[config.mk]
export PLATFORM = sky130hd
export DESIGN_NAME = port_pin_config_remap
export DESIGN_NICKNAME = d
export VERILOG_FILES = /design/src/rtl/port_cfg_pkg.sv /design/src/rtl/port_pin_config_remap.sv
export SDC_FILE = /design/constraint.sdc
export NUM_CORES = 1
export LEC_CHECK = 0
export BUFFER_PORTS_ARGS = -buffer_cell sky130_fd_sc_hd__buf_4
export CAP_MARGIN = 20
export CORE_ASPECT_RATIO = 0.7
export CORE_MARGIN = 10
export CORE_UTILIZATION = 51
export CTS_CLUSTER_DIAMETER = 150
export DETAILED_ROUTE_END_ITERATION = 10
export GPL_ROUTABILITY_DRIVEN = 0
export PLACE_DENSITY_LB_ADDON = 0.25
export SYNTH_ARGS = -nofsm -noshare
export SYNTH_HDL_FRONTEND = slang
export SYNTH_SLANG_ARGS = --single-unit
export TNS_END_PERCENT = 100
[constraint.sdc]
create_clock -name sys_clk -period 2.1 [get_ports sys_clk]
set_clock_uncertainty 0.05 [all_clocks]
set_input_delay 0.315 -clock sys_clk [delete_from_list [all_inputs] [get_ports sys_clk]]
set_output_delay 0.315 -clock sys_clk [all_outputs]
set_load 0.02 [all_outputs]
[src/rtl/port_cfg_pkg.sv]
package port_cfg_pkg;

    // ------------------------------------------------------------
    // register byte offsets
    // ------------------------------------------------------------
    localparam logic [7:0] OFF_ANALOG_SELECT   = 8'h00;
    localparam logic [7:0] OFF_DIRECTION       = 8'h04;
    localparam logic [7:0] OFF_OUTPUT_LATCH    = 8'h08;
    localparam logic [7:0] OFF_PIN_LEVEL       = 8'h0C;
    localparam logic [7:0] OFF_CHANGE_ENABLE   = 8'h10;
    localparam logic [7:0] OFF_PULLUP          = 8'h14;
    localparam logic [7:0] OFF_PULLDOWN        = 8'h18;
    localparam logic [7:0] OFF_IRQ_STATUS      = 8'h1C;
    localparam logic [7:0] OFF_IRQ_MASK        = 8'h20;
    localparam logic [7:0] OFF_TIMER1_MAP      = 8'h24;
    localparam logic [7:0] OFF_FAULT_A_MAP     = 8'h28;
    localparam logic [7:0] OFF_UART1_MAP       = 8'h2C;
    localparam logic [7:0] OFF_SPI2_MAP        = 8'h30;
    localparam logic [7:0] OFF_OUT_MAP_176_177 = 8'h34;
    localparam logic [7:0] OFF_OUT_MAP_178_179 = 8'h38;

    // ------------------------------------------------------------
    // reset values and field layout
    // ------------------------------------------------------------
    localparam logic [15:0] ANALOG_SELECT_RST = 16'hFFFF;
    localparam logic [7:0]  PIN_SELECT_RST    = 8'h00;
    localparam logic [5:0]  OUT_FUNC_RST      = 6'h00;
    localparam logic [7:0]  PIN_SELECT_MAX    = 8'hB5;
    localparam int          OUT_FUNC_LO_POS   = 0;
    localparam int          OUT_FUNC_HI_POS   = 8;
    localparam int          OUT_FUNC_W        = 6;
    localparam int          SEL_LO_POS        = 0;
    localparam int          SEL_HI_POS        = 8;
    localparam int          IRQ_CHANGE_BIT    = 0;
    localparam logic [31:0] UNMAPPED_READ     = 32'h0000_0000;

    // ------------------------------------------------------------
    // carriers
    // ------------------------------------------------------------
    typedef struct packed {
        logic [7:0] timer1_clock;
        logic [7:0] fault_a;
        logic [7:0] uart1_receive;
        logic [7:0] uart1_clear_to_send;
        logic [7:0] spi2_clock;
        logic [7:0] spi2_data_in;
    } input_select_s;

    typedef struct packed {
        logic timer1_ext_clock;
        logic compare_fault_a;
        logic uart1_receive;
        logic uart1_clear_to_send;
        logic spi2_clock;
        logic spi2_data_in;
    } periph_inputs_s;

    typedef enum logic [1:0] {
        BUS_IDLE = 2'b01,
        BUS_DONE = 2'b10
    } bus_state_e;

endpackage

[src/rtl/port_pin_config_remap.sv]
// Local design decisions: the Avalon-MM register port and the register offsets.
module port_pin_config_remap
    import port_cfg_pkg::*;
#(
    parameter int PIN_W     = 16,
    parameter int RP_BASE   = 176,
    parameter int RP_COUNT  = 6
) (
    // clock and reset
    input  wire logic                   sys_clk,
    input  wire logic                   rst,
    // avalon-mm slave
    input  wire logic [7:0]             avs_address,
    input  wire logic                   avs_read,
    input  wire logic                   avs_write,
    input  wire logic [31:0]            avs_writedata,
    input  wire logic [3:0]             avs_byteenable,
    output logic      [31:0]            avs_readdata,
    output logic                        avs_waitrequest,
    // port pins
    input  wire logic [PIN_W-1:0]       pin_in,
    output logic      [PIN_W-1:0]       pin_out,
    output logic      [PIN_W-1:0]       pin_oe_n,
    output logic      [PIN_W-1:0]       pin_pullup_en,
    output logic      [PIN_W-1:0]       pin_pulldown_en,
    output logic      [PIN_W-1:0]       analog_level,
    // remappable pins
    input  wire logic [RP_COUNT-1:0]    rp_in,
    output logic      [4*OUT_FUNC_W-1:0] out_func_sel,
    // peripheral inputs
    output periph_inputs_s              periph_in,
    // interrupt
    output logic                        irq
);

    // ------------------------------------------------------------
    // registers
    // ------------------------------------------------------------
    logic [15:0]      analog_select_r;
    logic [15:0]      direction_control_r;
    logic [15:0]      latch_r;
    logic [15:0]      change_notify_enable_r;
    logic [15:0]      weak_pullup_enable_r;
    logic [15:0]      weak_pulldown_enable_r;
    logic [15:0]      last_level_r;
    logic             irq_status_r;
    logic             irq_mask_r;
    input_select_s    sel_r;
    logic [5:0]       func_r [4];
    bus_state_e       bus_state_r;
    bus_state_e       bus_state_nxt;
    logic [31:0]      rdata_nxt;
    logic             wr_go;
    logic             change_seen;
    logic [15:0]      change_event;
    logic [15:0]      wmask;
    logic [15:0]      wdata16;

    assign wr_go   = avs_write && (bus_state_r == BUS_IDLE);
    assign wdata16 = avs_writedata[15:0];
    assign wmask   = {{8{avs_byteenable[1]}}, {8{avs_byteenable[0]}}};

    // ------------------------------------------------------------
    // bus handshake: one wait cycle per access
    // ------------------------------------------------------------
    always_comb begin
        bus_state_nxt = bus_state_r;
        case (bus_state_r)
            BUS_IDLE: begin
                if (avs_read || avs_write) begin
                    bus_state_nxt = BUS_DONE;
                end
            end
            BUS_DONE: begin
                bus_state_nxt = BUS_IDLE;
            end
            default: begin
                bus_state_nxt = BUS_IDLE;
            end
        endcase
    end

    always_ff @(posedge sys_clk) begin
        if (rst) begin
            bus_state_r     <= BUS_IDLE;
            avs_waitrequest <= 1'b1;
        end else begin
            bus_state_r     <= bus_state_nxt;
            avs_waitrequest <= !(bus_state_nxt == BUS_DONE);
        end
    end

    // ------------------------------------------------------------
    // pin configuration registers
    // ------------------------------------------------------------
    function automatic logic [15:0] merge16(input logic [15:0] old_v);
        return (old_v & ~wmask) | (wdata16 & wmask);
    endfunction

    always_ff @(posedge sys_clk) begin
        if (rst) begin
            analog_select_r <= ANALOG_SELECT_RST;
        end else if (wr_go && avs_address == OFF_ANALOG_SELECT) begin
            analog_select_r <= merge16(analog_select_r);
        end
    end

    always_ff @(posedge sys_clk) begin
        if (rst) begin
            direction_control_r <= 16'hFFFF;
        end else if (wr_go && avs_address == OFF_DIRECTION) begin
            direction_control_r <= merge16(direction_control_r);
        end
    end

    always_ff @(posedge sys_clk) begin
        if (rst) begin
            latch_r <= 16'h0000;
        end else if (wr_go && avs_address == OFF_OUTPUT_LATCH) begin
            latch_r <= merge16(latch_r);
        end
    end

    always_ff @(posedge sys_clk) begin
        if (rst) begin
            change_notify_enable_r <= 16'h0000;
        end else if (wr_go && avs_address == OFF_CHANGE_ENABLE) begin
            change_notify_enable_r <= merge16(change_notify_enable_r);
        end
    end

    always_ff @(posedge sys_clk) begin
        if (rst) begin
            weak_pullup_enable_r <= 16'h0000;
        end else if (wr_go && avs_address == OFF_PULLUP) begin
            weak_pullup_enable_r <= merge16(weak_pullup_enable_r);
        end
    end

    always_ff @(posedge sys_clk) begin
        if (rst) begin
            weak_pulldown_enable_r <= 16'h0000;
        end else if (wr_go && avs_address == OFF_PULLDOWN) begin
            weak_pulldown_enable_r <= merge16(weak_pulldown_enable_r);
        end
    end

    always_ff @(posedge sys_clk) begin
        if (rst) begin
            irq_mask_r <= 1'b0;
        end else if (wr_go && avs_address == OFF_IRQ_MASK && avs_byteenable[0]) begin
            irq_mask_r <= avs_writedata[IRQ_CHANGE_BIT];
        end
    end

    // ------------------------------------------------------------
    // peripheral pin select registers
    // ------------------------------------------------------------
    always_ff @(posedge sys_clk) begin
        if (rst) begin
            sel_r     <= '0;
            func_r[0] <= OUT_FUNC_RST;
            func_r[1] <= OUT_FUNC_RST;
            func_r[2] <= OUT_FUNC_RST;
            func_r[3] <= OUT_FUNC_RST;
        end else if (wr_go) begin
            if (avs_address == OFF_TIMER1_MAP && avs_byteenable[1]) begin
                sel_r.timer1_clock <= avs_writedata[SEL_HI_POS +: 8];
            end else if (avs_address == OFF_FAULT_A_MAP && avs_byteenable[0]) begin
                sel_r.fault_a <= avs_writedata[SEL_LO_POS +: 8];
            end else if (avs_address == OFF_UART1_MAP) begin
                if (avs_byteenable[0]) sel_r.uart1_receive <= avs_writedata[SEL_LO_POS +: 8];
                if (avs_byteenable[1]) sel_r.uart1_clear_to_send <= avs_writedata[SEL_HI_POS +: 8];
            end else if (avs_address == OFF_SPI2_MAP) begin
                if (avs_byteenable[0]) sel_r.spi2_data_in <= avs_writedata[SEL_LO_POS +: 8];
                if (avs_byteenable[1]) sel_r.spi2_clock <= avs_writedata[SEL_HI_POS +: 8];
            end else if (avs_address == OFF_OUT_MAP_176_177) begin
                if (avs_byteenable[0]) func_r[0] <= avs_writedata[OUT_FUNC_LO_POS +: OUT_FUNC_W];
                if (avs_byteenable[1]) func_r[1] <= avs_writedata[OUT_FUNC_HI_POS +: OUT_FUNC_W];
            end else if (avs_address == OFF_OUT_MAP_178_179) begin
                if (avs_byteenable[0]) func_r[2] <= avs_writedata[OUT_FUNC_LO_POS +: OUT_FUNC_W];
                if (avs_byteenable[1]) func_r[3] <= avs_writedata[OUT_FUNC_HI_POS +: OUT_FUNC_W];
            end
        end
    end

    // ------------------------------------------------------------
    // change detection and interrupt
    // ------------------------------------------------------------
    // sampled here on sys_clk; a sleep-time wake path lives outside
    for (genvar g = 0; g < 16; g++) begin : g_change
        assign change_event[g] = (pin_in[g] ^ last_level_r[g]) & change_notify_enable_r[g];
    end
    assign change_seen = |change_event;

    always_ff @(posedge sys_clk) begin
        if (rst) begin
            last_level_r <= 16'h0000;
        end else begin
            last_level_r <= pin_in;
        end
    end

    always_ff @(posedge sys_clk) begin
        if (rst) begin
            irq_status_r <= 1'b0;
        end else if (change_seen) begin
            irq_status_r <= 1'b1;
        end else if (wr_go && avs_address == OFF_IRQ_STATUS && avs_byteenable[0]
                     && avs_writedata[IRQ_CHANGE_BIT]) begin
            irq_status_r <= 1'b0;
        end
    end

    always_ff @(posedge sys_clk) begin
        if (rst) begin
            irq <= 1'b0;
        end else begin
            irq <= irq_status_r & irq_mask_r;
        end
    end

    // ------------------------------------------------------------
    // pin drive and analog path
    // ------------------------------------------------------------
    always_ff @(posedge sys_clk) begin
        if (rst) begin
            pin_out  <= '0;
            pin_oe_n <= '1;
        end else begin
            // latch drives pin in analog mode too
            pin_out  <= latch_r;
            pin_oe_n <= direction_control_r;
        end
    end

    always_ff @(posedge sys_clk) begin
        if (rst) begin
            pin_pullup_en   <= '0;
            pin_pulldown_en <= '0;
        end else begin
            pin_pullup_en   <= weak_pullup_enable_r;
            pin_pulldown_en <= weak_pulldown_enable_r;
        end
    end

    always_ff @(posedge sys_clk) begin
        if (rst) begin
            analog_level <= '0;
        end else begin
            analog_level <= pin_in & analog_select_r;
        end
    end

    // ------------------------------------------------------------
    // remap routing
    // ------------------------------------------------------------
    localparam int N_ROUTE = $bits(periph_inputs_s);

    logic [7:0]         route_sel [N_ROUTE];
    logic [N_ROUTE-1:0] route_hit;

    // struct order, msb first
    assign route_sel[5] = sel_r.timer1_clock;
    assign route_sel[4] = sel_r.fault_a;
    assign route_sel[3] = sel_r.uart1_receive;
    assign route_sel[2] = sel_r.uart1_clear_to_send;
    assign route_sel[1] = sel_r.spi2_clock;
    assign route_sel[0] = sel_r.spi2_data_in;

    for (genvar g = 0; g < N_ROUTE; g++) begin : g_route
        logic hit;
        always_comb begin
            hit = 1'b0;
            for (int i = 0; i < RP_COUNT; i++) begin
                if (route_sel[g] != PIN_SELECT_RST && route_sel[g] <= PIN_SELECT_MAX
                    && int'(route_sel[g]) == RP_BASE + i) begin
                    hit = rp_in[i];
                end
            end
        end
        assign route_hit[g] = hit;
    end

    always_ff @(posedge sys_clk) begin
        if (rst) begin
            periph_in <= '0;
        end else begin
            periph_in <= periph_inputs_s'(route_hit);
        end
    end

    always_ff @(posedge sys_clk) begin
        if (rst) begin
            out_func_sel <= '0;
        end else begin
            out_func_sel <= {func_r[3], func_r[2], func_r[1], func_r[0]};
        end
    end

    // ------------------------------------------------------------
    // read mux
    // ------------------------------------------------------------
    always_comb begin
        rdata_nxt = UNMAPPED_READ;
        if (avs_address == OFF_ANALOG_SELECT) begin
            rdata_nxt[15:0] = analog_select_r;
        end else if (avs_address == OFF_DIRECTION) begin
            rdata_nxt[15:0] = direction_control_r;
        end else if (avs_address == OFF_OUTPUT_LATCH) begin
            rdata_nxt[15:0] = latch_r;
        end else if (avs_address == OFF_PIN_LEVEL) begin
            rdata_nxt[15:0] = pin_in & ~(analog_select_r & direction_control_r);
        end else if (avs_address == OFF_CHANGE_ENABLE) begin
            rdata_nxt[15:0] = change_notify_enable_r;
        end else if (avs_address == OFF_PULLUP) begin
            rdata_nxt[15:0] = weak_pullup_enable_r;
        end else if (avs_address == OFF_PULLDOWN) begin
            rdata_nxt[15:0] = weak_pulldown_enable_r;
        end else if (avs_address == OFF_IRQ_STATUS) begin
            rdata_nxt[IRQ_CHANGE_BIT] = irq_status_r;
        end else if (avs_address == OFF_IRQ_MASK) begin
            rdata_nxt[IRQ_CHANGE_BIT] = irq_mask_r;
        end else if (avs_address == OFF_TIMER1_MAP) begin
            rdata_nxt[SEL_HI_POS +: 8] = sel_r.timer1_clock;
        end else if (avs_address == OFF_FAULT_A_MAP) begin
            rdata_nxt[SEL_LO_POS +: 8] = sel_r.fault_a;
        end else if (avs_address == OFF_UART1_MAP) begin
            rdata_nxt[15:0] = {sel_r.uart1_clear_to_send, sel_r.uart1_receive};
        end else if (avs_address == OFF_SPI2_MAP) begin
            rdata_nxt[15:0] = {sel_r.spi2_clock, sel_r.spi2_data_in};
        end else if (avs_address == OFF_OUT_MAP_176_177) begin
            rdata_nxt[15:0] = {2'b00, func_r[1], 2'b00, func_r[0]};
        end else if (avs_address == OFF_OUT_MAP_178_179) begin
            rdata_nxt[15:0] = {2'b00, func_r[3], 2'b00, func_r[2]};
        end
    end

    always_ff @(posedge sys_clk) begin
        if (rst) begin
            avs_readdata <= '0;
        end else if (avs_read && bus_state_r == BUS_IDLE) begin
            avs_readdata <= rdata_nxt;
        end
    end

endmodule

Yosys cells after proc, flatten, opt, wreduce, memory -nomap -nowiden
Memories as Yosys holds them, arrays and structs flattened.
Cells that the tools add are included.
{"block": "word_totals", "reg_bits": 292, "ramBits": 24, "input_bits": 70, "out_inout_bits": 144, "elab_cells": 323, "memories": 1}
{"memory": "func_r", "words": 4, "width": 6, "read_ports": 4, "rd_ports_with_merged_regs": 0, "wr": 4, "line_no": "port_pin_config_remap.sv:49", "text": "logic [5:0] func_r [4];"}
{"block": "op_classes", "n_lt_le_gt_ge": 6, "eq_ne": 52, "n_mux": 101, "bitwise": 58, "n_reduce_logical": 74}
{"cell": "$eq A8 B8 Y1 const B", "n": 36}
{"cell": "$and A16 B16 Y16", "n": 10}
{"cell": "$mux W16", "n": 10}
{"cell": "$or A16 B16 Y16", "n": 6}
{"cell": "$mux W1", "n": 78}
{"cell": "$logic_and A1 B1 Y1", "n": 57}
{"cell": "$eq A8 B6 Y1 const B", "n": 7}
{"cell": "$le A8 B8 Y1 const B", "n": 6}
{"cell": "$reduce_bool A8 Y1", "n": 6}
{"cell": "$eq A8 B5 Y1 const B", "n": 4}
{"cell": "$mux W8", "n": 4}
{"cell": "$not A16 Y16", "n": 2}
{"cell": "$mux W15", "n": 2}
{"cell": "$mux W6", "n": 4}
{"cell": "$and A1 B1 Y1", "n": 17}
{"cell": "$eq A8 B4 Y1 const B", "n": 2}
{"cell": "$reduce_or A16 Y1", "n": 1}
{"cell": "$xor A1 B1 Y1", "n": 16}
{"cell": "$mux W14", "n": 1}
{"cell": "$reduce_and A6 Y1", "n": 2}
{"cell": "$reduce_and A5 Y1", "n": 2}
{"cell": "$eq A8 B3 Y1 const B", "n": 1}
{"cell": "$logic_not A8 Y1", "n": 1}
{"cell": "$mux W2", "n": 2}
{"cell": "9 further kinds", "n": 14}

Depth between registers and ports, before layout
Gate-level depths: netlist (run 1).
{"block": "depth", "depth_word": 16, "ltp_mapped": 9, "mapped_depth_nobuf": 5}

Worst setup path after synthesis (run 1)
Ideal clock, no wire load.
{"block": "synth_timing", "path_kind": "input port to flip-flop", "startpoint": "input port avs_address[1]", "endpoint": "memory func_r[1][0] (enable)", "setup_time_ns": 0.360, "arrival_time_ns": 1.661, "required_ns": 1.690, "setup_slack_ns": 0.030, "stages": 5, "path_buffers": 2, "cell_sequence": "buf_2 -> nor4b_2 -> buf_2 -> nand2_1 -> o21bai_1"}
{"element": "start: declaration", "line_no": "port_pin_config_remap.sv:13", "text": "input wire logic [7:0] avs_address,"}
{"element": "end: declaration", "line_no": "port_pin_config_remap.sv:49"}

Final worst setup path (run 1)
{"block": "layout_timing", "startpoint": "register sel_r, in the netlist route_sel[41]", "endpoint": "register avs_readdata[1]"}
{"block": "layout_via", "elab_chain_len": 13}
{"element": "start: declaration", "line_no": "port_pin_config_remap.sv:48", "text": "input_select_s sel_r;"}
{"element": "$mux W16", "line_no": "port_pin_config_remap.sv:330", "text": "end else if (avs_address == OFF_SPI2_MAP) begin"}
{"element": "$mux W16", "line_no": "port_pin_config_remap.sv:328", "text": "end else if (avs_address == OFF_UART1_MAP) begin"}
{"element": "$mux W8", "line_no": "port_pin_config_remap.sv:326", "text": "end else if (avs_address == OFF_FAULT_A_MAP) begin"}
{"element": "$mux W8", "line_no": "port_pin_config_remap.sv:324", "text": "end else if (avs_address == OFF_TIMER1_MAP) begin"}
{"element": "$mux W15", "line_no": "port_pin_config_remap.sv:322", "text": "end else if (avs_address == OFF_IRQ_MASK) begin"}
{"element": "$mux W15", "line_no": "port_pin_config_remap.sv:320", "text": "end else if (avs_address == OFF_IRQ_STATUS) begin"}
{"element": "$mux W16", "line_no": "port_pin_config_remap.sv:318", "text": "end else if (avs_address == OFF_PULLDOWN) begin"}
{"element": "$mux W16", "line_no": "port_pin_config_remap.sv:316", "text": "end else if (avs_address == OFF_PULLUP) begin"}
{"element": "$mux W16", "line_no": "port_pin_config_remap.sv:314", "text": "end else if (avs_address == OFF_CHANGE_ENABLE) begin"}
{"element": "$mux W16", "line_no": "port_pin_config_remap.sv:312", "text": "end else if (avs_address == OFF_PIN_LEVEL) begin"}
{"element": "$mux W16", "line_no": "port_pin_config_remap.sv:310", "text": "end else if (avs_address == OFF_OUTPUT_LATCH) begin"}
{"element": "$mux W16", "line_no": "port_pin_config_remap.sv:308", "text": "end else if (avs_address == OFF_DIRECTION) begin"}
{"element": "$mux W16", "line_no": "port_pin_config_remap.sv:306", "text": "if (avs_address == OFF_ANALOG_SELECT) begin"}
{"element": "end signal: assignment", "line_no": "port_pin_config_remap.sv:343", "text": "avs_readdata <= rdata_nxt;"}
{"element": "end: declaration", "line_no": "port_pin_config_remap.sv:18", "text": "output logic [31:0] avs_readdata,"}
Every way passes these cells.
A chain may end at the register's enable or synchronous reset.

==> reports/results.ini, run 1 <==
[run_status]
status = finished, final reports clean

[worst_setup_path]
reg2reg_to = avs_readdata[1]
path_class = reg2reg
cp.required_ns = 2.56
cp.arrival_ns = 2.54
r2r-start = route_sel[41]
timing.critical_path.from = route_sel[41]
start_kind = flop
reg2reg_slack_ns = 0.02
crit_path_end_kind = flop
crit_fanout = 3
reg2reg_depth = 7

[timing]
fin_crit_ns = 2.08
rsz0062_at_grt = no
setup_viol = 0
max-slew-margin-rel_pct = 52.7
worst-slew-pin-transition_ns = 0.691
finalHoldViolCount = 0
hold_slack_ns = 0.0152
max_freq_mhz = 480
slew_viol_final = 0
setup_tns_ns = 0
fin_crit_sh_pct = 99.2

[die]
die_w_um = 214
ios = 214
row_count = 49
initial_core_util_pct = 52.1
fp.dieH_um = 156
core_area_sq_um = 25800
dieArea_sq_um = 33400

[worst_hold_path]
min_to = last_level_r[14]
hold_path_class = in2reg
holdPathStages = 2
worstHoldStart = pin_in[14]

[clock_network]
clock_path_buffers = 3
cts_sinks = 316
htreeDepth = 1
cts_made_buffers = 30
clk_pin_slew_ns = 0.07
cts_tree = yes
clk_latency_ns = 0.57
cts_root_buf = clkbuf_16

[power]
leakage_nw = 7.62
seqPwrFrac_pct = 46.0
pwr-share-clk_pct = 45.6
p_switching_w = 0.00320
power_density_nw_per_um2 = 789
intPower_w = 0.0103
peakVddDrop_v = 0.000669
comb_power_share_pct = 8.4
swShare_pct = 23.8

[grt]
antenna_found_initial = 1
grt_max_degree = 116
first_global_vias = 11284
gr-total-overflow = 0
grt_usage_pct = 27.6
grt_pass1_wl_um = 71500

[cells_and_area]
final_cell_area_sq_um = 17100
fin_nets = 1725
num_antenna_cells = 0
layout-drive-gt1-share_pct = 24.7
synthToLayoutAreaGrowth_pct = 26.8
final_core_util_pct = 66.1

[detailed_routing]
dr.pass1.iters = 6
drc = 0
antenna_left = 0
drtIter0Drc = 1925
vias = 12054
routed_wl_um = 48100
wire_per_inst_um = 23.6
vias_per_cell = 5.92

[flow_run]
maxCapViolCount = 0

[place]
dp.final_hpwl_um = 35200
place.port_buffers = 179
dpl_cell_area_sq_um = 15800

[logic_synthesis]
synth_cell_types = 81
ys.flop_type = dfxtp_1
synth-edff-count = 24
async_flop_share_pct = 0
syn-cell-area_sq_um = 13500
yosysSeqAreaShare_pct = 48.8
postSynthCellCount = 1403
ys_warn_count = 0
synth_seq_cells = 316
avgSynthCellArea_sq_um = 9.59

[cell families after synthesis]
kind of cell	after synthesis	synth area share [%]
buf+inv	123	4.23
xor+xnor	16	1.04
flops	316	48.8
compound gates	222	11.4
other cells	1	0.0279
mux	125	9.89
simple gates	600	24.6
[layout by cell type, fill, tap and decap left out, types with 24 or more instances in the layout]
cell       count
buf_4        299
nand2_1      144
nand3b_1      35
clkbuf_16     34
nand3_1       38
dfxtp_1      292
nor2b_1      100
and2_1        42
mux2i_1      115
nor2_1       127
edfxtp_1      24
a21oi_1       63
[repair_timing]
action	CTS	global route
hold endpoints to repair	14	0
buffers inserted	0	0
setup endpoints to repair	0	6
hold buffers	14	0
resized for setup	0	2
[final cells by class]
class                      count  area (sq um)
sequential                   316          6570
clock inverter                17           250
inverter                      10          37.5
fill                        2090          8750
timing repair buffer         318          2480
tap                          357           447
clock buffer                  38           876
multi-input combinational    979          6410
[cell usage after synthesis, types with 4 or more instances]
cell	number	area, sq um
buf_1	4	15.0
a22o_1	12	105
a211oi_1	9	67.6
nor2_1	127	477
mux4_2	6	135
nand4b_1	4	35.0
xor2_1	16	140
a21o_1	4	30.0
nand2_1	144	541
nor2b_1	100	626
o221ai_1	8	70.1
a21oi_1	63	315
edfxtp_1	24	721
o2111ai_1	7	61.3
o21bai_1	4	30.0
nand3_1	38	190
nand3b_1	35	263
o22ai_1	5	31.3
buf_4	18	135
o211ai_1	16	120
and2_1	42	263
o21a_1	5	37.5
a2111oi_0	4	35.0
a21boi_0	5	37.5
nand3_2	10	100
a31oi_1	7	43.8
nor3_1	6	30.0
a22oi_1	15	113
inv_1	8	30.0
o21ai_0	19	95.1
or2_2	17	106
nor4_1	7	43.8
nand2b_1	15	93.8
nor4bb_1	5	50.1
and3b_1	11	96.3
dfxtp_1	292	5850
and3_1	7	43.8
clkbuf_1	64	240
a2bb2oi_1	4	35.0
a221oi_1	9	78.8
mux2i_1	115	1150
buf_2	26	130
mux2_2	4	45.0
[worst max-delay path, stage by stage, from the launching register on]
cell and delay (ns):
dfxtp_1 0.33, inv_1 0.10, a221oi_1 0.30, buf_4 0.16, a22oi_1 0.13, o311ai_0 0.60, buf_4 0.24, a22o_1 0.11
[metrics by stage]
| stage | power (W) | cells | worst slack (ns) |
|---|---|---|---|
| floorplan | 0.00690 | 1418 | 0.0295 |
| global placement | 0.00738 | 1966 | -0.294 |
| detailed placement | 0.00739 | 1966 | -0.316 |
| CTS | 0.0134 | 2035 | 0.0402 |
| global route | 0.0138 | 2035 | 0.00968 |
| finish | 0.0135 | 2035 | 0.0178 |
[worst max-delay path by stage]
stage,endpoint
finish,avs_readdata[1]
global route,flop
detailed placement,avs_readdata[1]
global placement,avs_readdata[1]
floorplan,func_r[1][0]
CTS,avs_readdata[0]
[power by group through the flow]
stage          combinational, W  clock, W  sequential [W]
2_1_floorplan          0.000522         0         0.00638
3_3_place_gp            0.00105         0         0.00633
3_5_place_dp            0.00106         0         0.00633
4_1_cts                 0.00109   0.00615         0.00619
5_1_grt                 0.00118   0.00640         0.00620
6_report                0.00113   0.00614         0.00620
[routing by layer]
metal | track usage (%) | wire (um) | vias up
met1 | 40.6 | 20600 | 5691
met3 | 7.71 | 6950 | 128
met5 | 0 | 48 | -
met4 | 8.58 | 1650 | 2
li1 | - | - | 5373
met2 | 38.0 | 18800 | 860
No activity file was read; power rests on OpenSTA's default activity.
==> run 2, diff against run 1 <==
--- a/config.mk
+++ b/config.mk
@@ -5,13 +5,13 @@
 export SDC_FILE = /design/constraint.sdc
 export NUM_CORES = 1
 export LEC_CHECK = 0
-export BUFFER_PORTS_ARGS = -buffer_cell sky130_fd_sc_hd__buf_4
 export CAP_MARGIN = 20
 export CORE_ASPECT_RATIO = 0.7
 export CORE_MARGIN = 10
-export CORE_UTILIZATION = 51
+export CORE_UTILIZATION = 57
 export CTS_CLUSTER_DIAMETER = 150
 export DETAILED_ROUTE_END_ITERATION = 10
+export DONT_BUFFER_PORTS = 1
 export GPL_ROUTABILITY_DRIVEN = 0
 export PLACE_DENSITY_LB_ADDON = 0.25
 export SYNTH_ARGS = -nofsm -noshare
==> run 2 against run 1 <==
Compared with the run above:
- the run now ends with hold timing left
- critical path depth down 1
- maximum frequency down 0.52%
- core utilization up 4.7 points
- final cell count down 8.3%
- global-route usage up 2.7 points
==> reports/results.ini, run 2 (synthesis gave the netlist of run 1 again) <==
[clock_network]
clk_pin_slew_ns = 0.07  ; about the same
cts_sinks = 316  ; unchanged
htreeDepth = 1  ; unchanged
cts_root_buf = clkbuf_16  ; unchanged
clock_path_buffers = 3  ; unchanged
holdBufCountCts = 133  ; was 14
cts_tree = yes  ; unchanged
clk_latency_ns = 0.56  ; was 0.57 ns
cts_made_buffers = 29  ; was 30

[timing]
fin_crit_ns = 2.09  ; was 2.08 ns
worst-slew-pin-transition_ns = 1.00  ; was 0.691 ns
max-slew-margin-rel_pct = 32.9  ; was 52.7%
rsz0062_at_grt = yes  ; was no
max_freq_mhz = 478  ; was 480 MHz
finalHoldViolCount = 61  ; was 0
fin_crit_sh_pct = 99.7  ; was 99.2%
setup_tns_ns = 0  ; unchanged
hold_slack_ns = -0.189  ; was 0.0152 ns
setup_viol = 0  ; unchanged
setup_ws_ns = 0.00679  ; was 0.0178 ns
slew_viol_final = 0  ; unchanged

[detailed_routing]
routed_wl_um = 48000  ; was 48100 um
dr.pass1.iters = 7  ; was 6
drtIter0Drc = 2019  ; was 1925
vias_per_cell = 6.27  ; was 5.92
antenna_left = 0  ; unchanged
drc = 0  ; unchanged
wire_per_inst_um = 25.7  ; was 23.6 um
vias = 11711  ; was 12054

[run_status]
status = complete, but fails checks  ; was finished, final reports clean
violations = hold timing

[worst_setup_path]
crit_path_end_kind = flop  ; unchanged
critPathBufInv = 1  ; was 3
crit_chain = a21o_1, o21ai_1, a21oi_1, a221oi_1, a21oi_1, dlygate4sd3_1  ; was inv_1, a221oi_1, buf_4, a22oi_1, o311ai_0, buf_4, a22o_1
cp.arrival_ns = 2.50  ; was 2.54 ns
crit_slowest_cell = dlygate4sd3_1  ; was o311ai_0
crit_fanout = 4  ; was 3
crit_path_frequent_cell = a21oi_1  ; was buf_4
path_class = reg2reg  ; unchanged
path_delay_family = compound AO/OA/AOI/OAI gates  ; unchanged
slowest_delay_ns = 0.57  ; was 0.60 ns
start_kind = flop  ; unchanged
cp.required_ns = 2.50  ; was 2.56 ns

[power]
leakage_nw = 7.00  ; was 7.62 nW
peakVddDrop_v = 0.000614  ; was 0.000669 V
power_density_nw_per_um2 = 770  ; was 789 nW/um^2

[cells_and_area]
final_common_cell = dfxtp_1  ; was buf_4
final.fill_count = 1740  ; was 2090
final_core_util_pct = 70.8  ; was 66.1%
final-instance-count-excl-fill = 1867  ; was 2035
fin_nets = 1600  ; was 1725
layout-drive-gt1-share_pct = 11.0  ; was 24.7%
final_cell_mix = dfxtp_1, nand2_1, dlygate4sd3_1  ; was buf_4, dfxtp_1, nand2_1
synthToLayoutAreaGrowth_pct = 20.6  ; was 26.8%
multi_input_area_sq_um = 6410  ; unchanged
seq_area_sq_um = 6570  ; about the same

[grt]
antenna_found_initial = 3  ; was 1
gr-total-overflow = 0  ; unchanged
first_global_vias = 10882  ; was 11284
grt_max_degree = 280  ; was 116
grt_usage_pct = 30.3  ; was 27.6%
grt_pass1_wl_um = 70100  ; was 71500 um

[flow_run]
maxCapViolCount = 0  ; unchanged

[place]
dp_slack_ns = -0.0484  ; was -0.316 ns
dp.final_hpwl_um = 32800  ; was 35200 um
place.port_buffers = 0  ; was 179
dp.cells = 1676  ; was 1966

[die]
initial_core_util_pct = 58.7  ; was 52.1%
row_count = 46  ; was 49
core_area_sq_um = 22900  ; was 25800 sq um
fp.dieH_um = 149  ; was 156 um
die_w_um = 204  ; was 214 um
dieArea_sq_um = 30300  ; was 33400 sq um
ios = 214  ; unchanged

[worst_hold_path]
hold_path_class = in2reg  ; unchanged

run 2: changes by cell type in the layout (fill, tap and decap cells not counted), sizes merged:
cell         delta
bufinv          -3
diode           +2
clkinvlp        +1
dlygate4sd3   +119
clkinv          +3
inv             -2
buf           -243
run 2: final timing paths:
check / startpoint / end / slack [ns] / depth (start not counted)
max reg2reg: flop / avs_readdata[15] / 0.007 / 6
max: flop / avs_readdata[15] / 0.007 / 6
min reg2reg: route_sel[19] / route_sel[19] / 0.42 / 2
min: rst / avs_readdata[8] / -0.19 / 1
run 2: layout make-up:
type / count / area share, %
Inverter: 10 / 0.231
Timing Repair Buffer: 194 / 11.3
Tap cell: 312 / 2.41
Antenna cell: 2 / 0.0308
Clock buffer: 38 / 5.05
Sequential cell: 316 / 40.5
Clock inverter: 16 / 1.06
Multi-Input combinational cell: 979 / 39.5
run 2: stage by stage:
stage	total power, W	area, sq um
finish	0.0125	16200
global route	0.0128	16200
CTS	0.0124	16200
detailed placement	0.00690	13900
global placement	0.00690	13900
floorplan	0.00690	13500
run 2: layer usage:
metal  GRT usage (%)  routed length (um)  vias up
met4            8.22                1660        2
met2            42.5               19500      835
met5               0                  13        -
met1            42.0               19200     5607
met3            12.0                7530      142
li1                -                   -     5125
run 2: repair_timing:
item                                    CTS  global route
buffers inserted                          0             2
endpoints found under the setup margin    0             8
endpoints found under the hold margin   309           152
resized for setup                         0             4
run 2: power by group:
group,internal [W],switching (W)
Clock,0.00313,0.00238
Combinational,0.000283,0.000430
Sequential,0.00615,0.000122
Total,0.00956,0.00293
